$ cat src/hdl/fmd_map.vh
// Register map, field positions, reset values and fixed counts of the film mode detector.
// Assumes nothing of its surroundings; definitions only.
`ifndef FMD_MAP_VH
`define FMD_MAP_VH

// Register sub addresses
`define FMD_ADDR_CTRL_A 8'h4b
`define FMD_ADDR_SCALE 8'h4d
`define FMD_ADDR_MAXTH 8'h4e
`define FMD_ADDR_HIST 8'h4f
`define FMD_ADDR_SRC 8'h59
`define FMD_ADDR_STATUS 8'h7e

// Reset values of the writable registers
`define FMD_RST_CTRL_A 8'h00
`define FMD_RST_SCALE 8'h00
`define FMD_RST_MAXTH 8'h00
`define FMD_RST_HIST 8'h00
`define FMD_RST_SRC 8'h00

// film_detect_ctrl_a fields
`define FMD_PHINV_BIT 7
`define FMD_MINVEC_MSB 3
`define FMD_MINVEC_LSB 0

// film_threshold_scale fields
`define FMD_LSCALE_MSB 7
`define FMD_LSCALE_LSB 6
`define FMD_USCALE_MSB 5
`define FMD_USCALE_LSB 4
`define FMD_CAMTH_MSB 3
`define FMD_CAMTH_LSB 0

// film_max_threshold field
`define FMD_FILMTH_MSB 6
`define FMD_FILMTH_LSB 0

// film_history_length field
`define FMD_HYST_MSB 3
`define FMD_HYST_LSB 0

// film_source_select field
`define FMD_SRCTH_MSB 7
`define FMD_SRCTH_LSB 4

// film_detect_status fields
`define FMD_ST_FILM_BIT 7
`define FMD_ST_PHASE_BIT 6
`define FMD_ST_GMOT_BIT 5
`define FMD_ST_TYPE_BIT 4
`define FMD_ST_STAT_MSB 3
`define FMD_ST_STAT_LSB 0

// Scale factor multipliers for select codes 00..11
`define FMD_SCALE_0 8'h08
`define FMD_SCALE_1 8'h10
`define FMD_SCALE_2 8'h20
`define FMD_SCALE_3 8'h40

// Motionless fields needed to declare a still scene
`define FMD_STILL_FIELDS 6'h20
// Block count right shift for the motion statistic
`define FMD_STAT_SHIFT 4

`endif

$ cat src/hdl/fmd_top.v
// Global motion, film mode, film type and film phase detector.
// Assumes the motion estimator and register host run on CORE_CLK; field pulses are one cycle wide.
`timescale 1ns/1ns
`include "fmd_map.vh"

module fmd_top (
    input wire CORE_CLK,
    input wire ARST_N,
    input wire REG_WR,
    input wire REG_RD,
    input wire [7:0] REG_ADDR,
    input wire [7:0] REG_WDATA,
    output reg [7:0] REG_RDATA,
    input wire FIELD_START,
    input wire FIELD_END,
    input wire FIELD_B,
    input wire VEC_VALID,
    input wire [7:0] VEC_X,
    input wire [7:0] VEC_Y,
    input wire DIFF_VALID,
    input wire [7:0] DIFF_VALUE,
    output reg FILM_MODE,
    output reg FILM_PHASE,
    output reg FILM_TYPE,
    output reg GLOBAL_MOTION,
    output reg FIELD_MOTION
);

////////////////////////////////////////////////////////////////////////////////
// Helpers

function [7:0] abs8;
    input [7:0] v;
    begin
        if (v[7]) begin
            abs8 = (~v) + 8'h01;
        end else begin
            abs8 = v;
        end
    end
endfunction

// Whole component when above the minimum threshold, zero otherwise
function [7:0] over_min;
    input [7:0] mag;
    input [3:0] thr;
    begin
        if (mag > {4'h0, thr}) begin
            over_min = mag;
        end else begin
            over_min = 8'h00;
        end
    end
endfunction

// True when two neighbouring history bits are both set
function adj_ones;
    input [5:0] h;
    begin
        adj_ones = |(h[4:0] & h[5:1]);
    end
endfunction

// True when two neighbouring history bits are both clear
function adj_zeros;
    input [5:0] h;
    begin
        adj_zeros = |(~h[4:0] & ~h[5:1]);
    end
endfunction

////////////////////////////////////////////////////////////////////////////////
// Register file

reg [7:0] ctrl_a_reg;
reg [7:0] scale_reg;
reg [7:0] maxth_reg;
reg [7:0] hist_len_reg;
reg [7:0] src_reg;

wire phase_invert_ctrl;
wire [3:0] min_vector_threshold;
wire [1:0] lower_scale_select;
wire [1:0] upper_scale_select;
wire [7:0] camera_motion_threshold;
wire [7:0] film_motion_threshold;
wire [3:0] hysteresis_setting;
wire [3:0] detect_source_threshold;
wire [7:0] status_byte;

assign phase_invert_ctrl = ctrl_a_reg[`FMD_PHINV_BIT];
assign min_vector_threshold = ctrl_a_reg[`FMD_MINVEC_MSB:`FMD_MINVEC_LSB];
assign lower_scale_select = scale_reg[`FMD_LSCALE_MSB:`FMD_LSCALE_LSB];
assign upper_scale_select = scale_reg[`FMD_USCALE_MSB:`FMD_USCALE_LSB];
assign camera_motion_threshold = {4'h0, scale_reg[`FMD_CAMTH_MSB:`FMD_CAMTH_LSB]};
assign film_motion_threshold = {1'b0, maxth_reg[`FMD_FILMTH_MSB:`FMD_FILMTH_LSB]};
assign hysteresis_setting = hist_len_reg[`FMD_HYST_MSB:`FMD_HYST_LSB];
assign detect_source_threshold = src_reg[`FMD_SRCTH_MSB:`FMD_SRCTH_LSB];

always @(posedge CORE_CLK or negedge ARST_N) begin
    if (!ARST_N) begin
        ctrl_a_reg <= `FMD_RST_CTRL_A;
        scale_reg <= `FMD_RST_SCALE;
        maxth_reg <= `FMD_RST_MAXTH;
        hist_len_reg <= `FMD_RST_HIST;
        src_reg <= `FMD_RST_SRC;
    end else if (REG_WR) begin
        case (REG_ADDR)
            `FMD_ADDR_CTRL_A: ctrl_a_reg <= REG_WDATA;
            `FMD_ADDR_SCALE: scale_reg <= REG_WDATA;
            `FMD_ADDR_MAXTH: maxth_reg <= REG_WDATA;
            `FMD_ADDR_HIST: hist_len_reg <= REG_WDATA;
            `FMD_ADDR_SRC: src_reg <= REG_WDATA;
            default: ctrl_a_reg <= ctrl_a_reg;
        endcase
    end
end

// Only the status register reads back; write-only and absent addresses read zero
always @(posedge CORE_CLK or negedge ARST_N) begin
    if (!ARST_N) begin
        REG_RDATA <= 8'h00;
    end else if (REG_RD) begin
        if (REG_ADDR == `FMD_ADDR_STATUS) begin
            REG_RDATA <= status_byte;
        end else begin
            REG_RDATA <= 8'h00;
        end
    end
end

////////////////////////////////////////////////////////////////////////////////
// Activity accumulation

reg [21:0] vector_activity_reg;
reg [21:0] vector_activity_next;
reg [15:0] block_cnt_reg;
reg [15:0] block_cnt_next;

wire use_diff;
wire [7:0] comp_x;
wire [7:0] comp_y;
wire [8:0] vec_contrib;
wire [8:0] diff_contrib;
wire [8:0] contrib;
wire sample;
wire [22:0] acc_sum;

assign use_diff = detect_source_threshold != 4'h0;
assign comp_x = over_min(abs8(VEC_X), min_vector_threshold);
assign comp_y = over_min(abs8(VEC_Y), min_vector_threshold);
assign vec_contrib = {1'b0, comp_x} + {1'b0, comp_y};
assign diff_contrib = (DIFF_VALUE > {detect_source_threshold, 4'h0}) ? {1'b0, DIFF_VALUE} : 9'h000;
assign contrib = use_diff ? diff_contrib : vec_contrib;
assign sample = use_diff ? DIFF_VALID : VEC_VALID;

always @* begin
    vector_activity_next = vector_activity_reg;
    block_cnt_next = block_cnt_reg;
    if (FIELD_START) begin
        vector_activity_next = 22'h000000;
        block_cnt_next = 16'h0000;
    end
    if (sample && (contrib != 9'h000)) begin
        if (acc_sum[22]) begin
            vector_activity_next = 22'h3fffff;
        end else begin
            vector_activity_next = acc_sum[21:0];
        end
        if (block_cnt_next != 16'hffff) begin
            block_cnt_next = block_cnt_next + 16'h0001;
        end
    end
end

assign acc_sum = {1'b0, (FIELD_START ? 22'h000000 : vector_activity_reg)} + {14'h0000, contrib};

always @(posedge CORE_CLK or negedge ARST_N) begin
    if (!ARST_N) begin
        vector_activity_reg <= 22'h000000;
        block_cnt_reg <= 16'h0000;
    end else begin
        vector_activity_reg <= vector_activity_next;
        block_cnt_reg <= block_cnt_next;
    end
end

////////////////////////////////////////////////////////////////////////////////
// Field decision

wire above_lower;
wire above_upper;
wire motion;

fmd_scale_cmp u_lower (
    .sel(lower_scale_select),
    .thr(camera_motion_threshold),
    .value(vector_activity_reg),
    .above(above_lower)
);

fmd_scale_cmp u_upper (
    .sel(upper_scale_select),
    .thr(film_motion_threshold),
    .value(vector_activity_reg),
    .above(above_upper)
);

assign motion = above_upper | (above_lower & ~FILM_MODE);

////////////////////////////////////////////////////////////////////////////////
// Mode, type, phase and still tracking

reg [9:0] hist_reg;
reg [5:0] hyst_cnt_reg;
reg [5:0] still_cnt_reg;
reg phase_raw_reg;
reg [3:0] stat_reg;

wire [9:0] new_hist;
wire film_cond;
wire camera_cond;
wire switch_cond;
wire [5:0] hysteresis_field_count;
wire [5:0] hyst_cnt_inc;
wire [15:0] stat_shifted;

assign new_hist = {hist_reg[8:0], motion};
// Film cadence: no two moving fields in a row in the last six, some motion in the last three
assign film_cond = ~adj_ones(new_hist[5:0]) & (|new_hist[2:0]);
// Camera: two moving fields in a row
assign camera_cond = new_hist[0] & new_hist[1];
assign switch_cond = FILM_MODE ? camera_cond : film_cond;
assign hysteresis_field_count = {1'b0, hysteresis_setting, 1'b0} + 6'h02;
assign hyst_cnt_inc = hyst_cnt_reg + 6'h01;
assign stat_shifted = block_cnt_reg >> `FMD_STAT_SHIFT;

always @(posedge CORE_CLK or negedge ARST_N) begin
    if (!ARST_N) begin
        hist_reg <= 10'h000;
        hyst_cnt_reg <= 6'h00;
        still_cnt_reg <= `FMD_STILL_FIELDS;
        phase_raw_reg <= 1'b0;
        stat_reg <= 4'h0;
        FILM_MODE <= 1'b0;
        FILM_TYPE <= 1'b0;
        GLOBAL_MOTION <= 1'b0;
        FIELD_MOTION <= 1'b0;
    end else if (FIELD_END) begin
        hist_reg <= new_hist;
        FIELD_MOTION <= motion;
        if (switch_cond) begin
            if (hyst_cnt_inc >= hysteresis_field_count) begin
                FILM_MODE <= ~FILM_MODE;
                hyst_cnt_reg <= 6'h00;
            end else begin
                hyst_cnt_reg <= hyst_cnt_inc;
            end
        end else begin
            hyst_cnt_reg <= 6'h00;
        end
        if (FILM_MODE) begin
            FILM_TYPE <= adj_zeros(new_hist[5:0]);
        end
        // Phase from parity of moving field
        if (FILM_MODE && motion) begin
            phase_raw_reg <= FIELD_B;
        end
        if (motion) begin
            still_cnt_reg <= 6'h00;
            GLOBAL_MOTION <= 1'b1;
        end else if (still_cnt_reg < `FMD_STILL_FIELDS) begin
            still_cnt_reg <= still_cnt_reg + 6'h01;
            GLOBAL_MOTION <= (still_cnt_reg + 6'h01) != `FMD_STILL_FIELDS;
        end
        if (stat_shifted > 16'h000f) begin
            stat_reg <= 4'hf;
        end else begin
            stat_reg <= stat_shifted[3:0];
        end
    end
end

always @(posedge CORE_CLK or negedge ARST_N) begin
    if (!ARST_N) begin
        FILM_PHASE <= 1'b0;
    end else begin
        FILM_PHASE <= phase_raw_reg ^ phase_invert_ctrl;
    end
end

assign status_byte = {FILM_MODE, FILM_PHASE, GLOBAL_MOTION, FILM_TYPE, stat_reg};

endmodule // fmd_top

$ cat src/hdl/fmd_scale_cmp.v
// Scaled threshold comparator: value > scale(sel) * (thr + 1).
// Assumes combinational use inside the detector core; no clock.
`timescale 1ns/1ns
`include "fmd_map.vh"

module fmd_scale_cmp (
    input wire [1:0] sel,
    input wire [7:0] thr,
    input wire [21:0] value,
    output wire above
);

reg [7:0] scale;
wire [8:0] thr_plus;
wire [16:0] limit;

always @* begin
    case (sel)
        2'b00: scale = `FMD_SCALE_0;
        2'b01: scale = `FMD_SCALE_1;
        2'b10: scale = `FMD_SCALE_2;
        2'b11: scale = `FMD_SCALE_3;
        default: scale = `FMD_SCALE_0;
    endcase
end

assign thr_plus = {1'b0, thr} + 9'h001;
assign limit = {9'h000, scale} * {8'h00, thr_plus};
assign above = value > {5'h00, limit};

endmodule // fmd_scale_cmp

$ cat config.mk
export PLATFORM = sky130hd
export DESIGN_NAME = fmd_top
export DESIGN_NICKNAME = d
export VERILOG_FILES = /design/src/hdl/fmd_top.v /design/src/hdl/fmd_scale_cmp.v
export VERILOG_INCLUDE_DIRS = /design/src /design/src/hdl
export SDC_FILE = /design/constraint.sdc
export NUM_CORES = 1
export LEC_CHECK = 0
export ABC_CLOCK_PERIOD_IN_PS = 7800
export BUFFER_PORTS_ARGS = -buffer_cell sky130_fd_sc_hd__buf_4
export CAP_MARGIN = 20
export CORE_AREA = 8 8 130 132
export DETAILED_ROUTE_END_ITERATION = 6
export DIE_AREA = 0 0 138 140
export GPL_TIMING_DRIVEN = 0
export PLACE_DENSITY = 0.78
export SLEW_MARGIN = 15
export SYNTH_ARGS = -nofsm -noshare
export SYNTH_HDL_FRONTEND = slang
export SYNTH_SLANG_ARGS = --single-unit
$ cat constraint.sdc
create_clock -name CORE_CLK -period 7.8 [get_ports CORE_CLK]
set_input_delay 1.56 -clock CORE_CLK [delete_from_list [all_inputs] [get_ports CORE_CLK]]
set_output_delay 1.56 -clock CORE_CLK [all_outputs]
set_load 0.01 [all_outputs]
==> results of run 1 <==
[logic make-up (layout without fill, tap and decap cells)]
| family | count (synthesis) | in the layout | share of synthesized area (%) |
|---|---|---|---|
| AOI/OAI and AO/OA | 189 | 189 | 14.8 |
| xor gates and xnor gates | 55 | 55 | 5.37 |
| adders and majority gates | 146 | 146 | 22.1 |
| buffers and inverters | 101 | 180 | 4.33 |
| DFF | 100 | 100 | 27.9 |
| muxes | 39 | 39 | 4.82 |
| and+or+nand+nor | 354 | 354 | 20.6 |
[layer usage]
layer	GRT usage [%]	vias to the layer above	routed length (um)	share of wire, %
met3	2.64	30	582	2.9
met1	26.6	3511	9300	46
met4	7.32	0	567	2.8
met5	0	-	0	0
li1	-	3682	-	-
met2	36.1	118	9690	48
[placed cells by master, fill, tap and decap left out, drive strengths merged, types with 17 or more instances in the layout]
master  Yosys  routed
nand2      65      65
a21oi      37      37
xnor2      38      38
nand2b     22      22
buf         8      71
fa         21      21
nand3      32      32
clkbuf     16      26
nor2b      32      32
o21ai      44      44
xor2       17      17
ha        125     125
nor2       93      93
nor3       22      22
dfrtp      99      99
mux2       33      33
inv        77      81
[report_power, final]
part | internal, mW | switching (mW)
Clock | 0.231 | 0.207
Combinational | 0.318 | 0.417
Sequential | 0.586 | 0.0678
Total | 1.13 | 0.691
[worst max-delay path, delay by kind of cell (launching register included)]
kind	cells	cell delay, ps
fa+ha+maj	8	2530
simple gates	9	1500
compound gates	8	1800
xor+xnor	2	440
buf+inv	4	420
flops	1	470
[metrics by stage]
step	worst slack (ps)	area, um^2	hold WS (ps)
6_report	558	9980	468
5_1_grt	53.4	9980	488
4_1_cts	592	9980	471
3_5_place_dp	534	9690	461
3_3_place_gp	604	9660	442
2_1_floorplan	1370	8960	433
[how the worst max path moves through the flow]
| stage | startpoint | to | slack (ps) |
|---|---|---|---|
| 2_1_floorplan | maxth_reg[0] | GLOBAL_MOTION | 1370 |
| 3_3_place_gp | VEC_X[0] | vector_activity_reg[16] | 600 |
| 3_5_place_dp | VEC_X[0] | vector_activity_reg[12] | 530 |
| 4_1_cts | maxth_reg[0] | hyst_cnt_reg[1] | 590 |
| 5_1_grt | maxth_reg[0] | hyst_cnt_reg[0] | 50 |
| 6_report | maxth_reg[0] | hyst_cnt_reg[1] | 560 |
[layout make-up]
type                    count  area [um^2]
inverters                  77          289
clock buffers              10          239
clock inverters             6         52.6
well taps                 188          235
plain buffers              24         98.8
multi-input cells         783         6090
flip-flops and latches    100         2500
repair buffers             63          474
fillers                  1235         4880
==> out/metrics.cfg, run 1 <==
[yosys]
synth_top_area_share_pct=27.6
yosysSeqAreaShare_pct=27.9
ys_types=75
synth_common_cells=125 x ha_1, 99 x dfrtp_1, 92 x nor2_1, 77 x inv_1, 65 x nand2_1
syn-num-nets=1179
yosysWarnings=0
synth_edf_count=0
yosysTopAreaCell=dfrtp_1
yosysMostFrequentCell=ha_1
async_reset_ff_share_pct=100
ys_ff_latch=100
syn_area_um2=8960
synthFlopType=dfrtp_1
synth.avg_cell_area_um2=9.11
ys_top_cells_by_area=dfrtp_1 28%, ha_1 17%, fa_1 4.7%
syn_inst=984

[sta]
finalHoldViolations=0
min_period_ps=7240
rsz0062_at_grt=no
max_slew_margin_pct=39.2
setup-tns-final_ps=0
maxSlewViolCount=0
fmax_mhz=138
worst_pin_slew_ps=912
post-route-period-util_pct=92.9
fin_worst_skew_ps=11.0
finalSetupViolCount=0

[cts]
cts_buffers=9
h-tree-depth=3
tritoncts=done
postCtsSetupRepairBufs=0
cts_root_buffer=clkbuf_16
clock-sinks=100
clk_pin_slew_ps=70
cts_hold_buf=0
clkLatencyLatePin_ps=350
cts_max_path_buffers=2
cts_resized=0

[floorplanning]
die_y_um=140
initial_core_util_pct=60.3
die_area_um2=19300
ios=62
core_area_um2=14900
fp-row-count=45
die_x_um=138

[min_path]
min_to=FILM_PHASE
hold_start=phase_raw_reg
hold_path_depth=1
hold_path.class=register to register

[route]
post_drt_via_cell_ratio=5.87
vias=7341
ant_nets=0
wl_per_cell_um=16.1
drt-total-wl_um=20100
first_iter_violations=334
firstDrtPassIters=4
drc=0

[worst_setup_path]
cp_slowest_cell=or4_4
worst_setup_path_end_kind=register
critPathMostFrequentCell=ha_1
r2r-end=hyst_cnt_reg[1]
reg2reg_depth=31
worst_path_largest_cell_delay_ps=530
regToRegStartpoint=maxth_reg[0]
cp.arrival_ps=7520
cp.required_ps=8080
crit_type=register to register
start_kind=register
rrSetupSlack_ps=560
critPathMaxFanout=10

[placed_design]
io_buffers=61
dp_hpwl_um=15900
place_congestion=0.885
place_inst=1235

[finish]
fin_nets=1253
final_util_pct=67.1
antenna_cells=0
layoutNonFillerInstCount=1251
area_growth_pct=11.4
drive_gt1_share_pct=13.9
largest_reg_flops=22

[global_route]
grt_max_degree=101
grt_pass1_wl_um=34500
first_global_vias=7389
grt_usage_pct=21.0
antenna_found_initial=0
grt_overflow_total=0

[job]
maxCapViolations=0

[pwr]
power_density_nw_per_um2=183
power_mw=1.83
p_leak_nw=4.90
ir_worst_vdd_mv=0.114

[status]
status=finished, final reports clean

Note: power is estimated with default switching activity, not from simulation.
==> run 2: changes to the inputs <==
--- a/config.mk
+++ b/config.mk
@@ -13,7 +13,7 @@
 export DETAILED_ROUTE_END_ITERATION = 6
 export DIE_AREA = 0 0 138 140
 export GPL_TIMING_DRIVEN = 0
-export PLACE_DENSITY = 0.78
+export PLACE_DENSITY = 0.8
 export SLEW_MARGIN = 15
 export SYNTH_ARGS = -nofsm -noshare
 export SYNTH_HDL_FRONTEND = slang
==> run 2 against run 1 <==
Critical path depth unchanged. Combinational power barely moved. Highest routed layer unchanged. Register-to-register slack gained 70 ps. Wire length grew 1.5%. Cell count about the same.
==> out/metrics.cfg, run 2 (same netlist as run 1, synthesis figures left out) <==
[global_route]
grt_overflow_total=0
grt_usage_pct=21.2
antenna_found_initial=0
first_global_vias=7428
grt_max_degree=101
grt_pass1_wl_um=35100

[cts]
tritoncts=done
postCtsSetupRepairBufs=0
h-tree-depth=3
cts_hold_buf=0
cts_root_buffer=clkbuf_16
clkLatencyLatePin_ps=350
cts_max_path_buffers=2
clock-sinks=100
cts_buffers=9
cts_resized=0
clk_pin_slew_ps=70

[route]
wl_per_cell_um=16.4
first_iter_violations=393
drt-total-wl_um=20400
firstDrtPassIters=5
post_drt_via_cell_ratio=5.96
vias=7454
drc=0
ant_nets=0

[placed_design]
dp_hpwl_um=15900
place_congestion=0.922
io_buffers=61
place_area_um2=9680

[pwr]
ir_worst_vdd_mv=0.127
combPwrFrac_pct=40.0
power_density_nw_per_um2=185
p_leak_nw=4.89
switching_share_pct=37.3
clkPwrFrac_pct=24.5
p_seq_share_pct=35.5
p_int_mw=1.16
net-switching-power_uw=686

[floorplanning]
die_y_um=140
core_area_um2=14900
die_area_um2=19300
ios=62
fp-row-count=45
die_x_um=138
initial_core_util_pct=60.3

[finish]
fin_nets=1252
antenna_cells=0
mostFrequentLayoutCell=ha_1
fin_area_um2=9980
final_util_pct=67.2
fillers=1222
drive_gt1_share_pct=13.7
final_cell_mix=125 x ha_1, 99 x dfrtp_1, 92 x nor2_1, 77 x inv_1, 65 x nand2_1
area_growth_pct=11.4
seq_area_um2=2500
multiInputGateArea_um2=6090
largest_reg_flops=22

[min_path]
hold_start=phase_raw_reg
hold_path.class=register to register
min_to=FILM_PHASE
hold_path_depth=1

[worst_setup_path]
cp_num_buf_inv=4
cp.arrival_ps=7440
worst_path_largest_cell_delay_ps=530
rrSetupSlack_ps=630
cp.required_ps=8070
reg2reg_depth=31
r2r-end=hyst_cnt_reg[1]
cp_slowest_cell=or4_4
worst_setup_path_end_kind=register
critPathMostFrequentCell=ha_1
regToRegStartpoint=maxth_reg[0]
critPathMaxFanout=10
crit_type=register to register
start_kind=register
cp_top_family=adder cells

[sta]
setup-tns-final_ps=0
maxSlewViolCount=0
worst_pin_slew_ps=890
post-route-period-util_pct=92.0
fin_worst_skew_ps=11.9
rsz0062_at_grt=no
hold_slack_ps=475
finalSetupViolCount=0
min_period_ps=7170
fmax_mhz=139
finalHoldViolations=0
max_slew_margin_pct=40.2

[job]
maxCapViolations=0

[status]
status=finished, final reports clean

## run 2: power groups by stage
| stage | registers, mW | clock network, mW | logic [mW] |
|---|---|---|---|
| after floorplan | 0.647 | 0 | 0.532 |
| after global placement | 0.660 | 0 | 0.698 |
| after detailed placement | 0.662 | 0 | 0.719 |
| after CTS | 0.653 | 0.459 | 0.734 |
| after global routing | 0.665 | 0.479 | 0.823 |
| final | 0.654 | 0.452 | 0.736 |
## run 2: worst max path at each step
stage / startpoint / to / slack (ps) / cells after the start
3_3_place_gp: VEC_X[0] / vector_activity_reg[16] / 630 / 26
2_1_floorplan: maxth_reg[0] / GLOBAL_MOTION / 1370 / 30
5_1_grt: maxth_reg[0] / hyst_cnt_reg[1] / 80 / 31
6_report: maxth_reg[0] / hyst_cnt_reg[1] / 630 / 31
3_5_place_dp: VEC_Y[0] / vector_activity_reg[16] / 580 / 26
4_1_cts: maxth_reg[0] / hyst_cnt_reg[1] / 610 / 30
## run 2: layer usage
metal,vias to the layer above,track usage [%],part of all wire (%)
li1,3672,-,-
met1,3618,26.9,44
met2,133,36.8,50
met3,31,2.64,3.5
met4,0,6.86,2.2
met5,-,0,0
## run 2: stage by stage
step	setup WS (ps)	power, mW	instances
after floorplan	1370	1.18	984
after global placement	627	1.36	1233
after detailed placement	578	1.38	1234
after CTS	614	1.85	1250
after global routing	82.7	1.97	1250
final	626	1.84	1250
## run 2: area by class of cell
type                       instances  area share (%)
timing repair buffer              62            4.70
clock buffer                      10            2.29
clock inverter                     6           0.689
tap                              188            2.36
sequential                       100            25.1
multi-input combinational        783            61.0
inverter                          77            2.90
buffer                            24           0.990
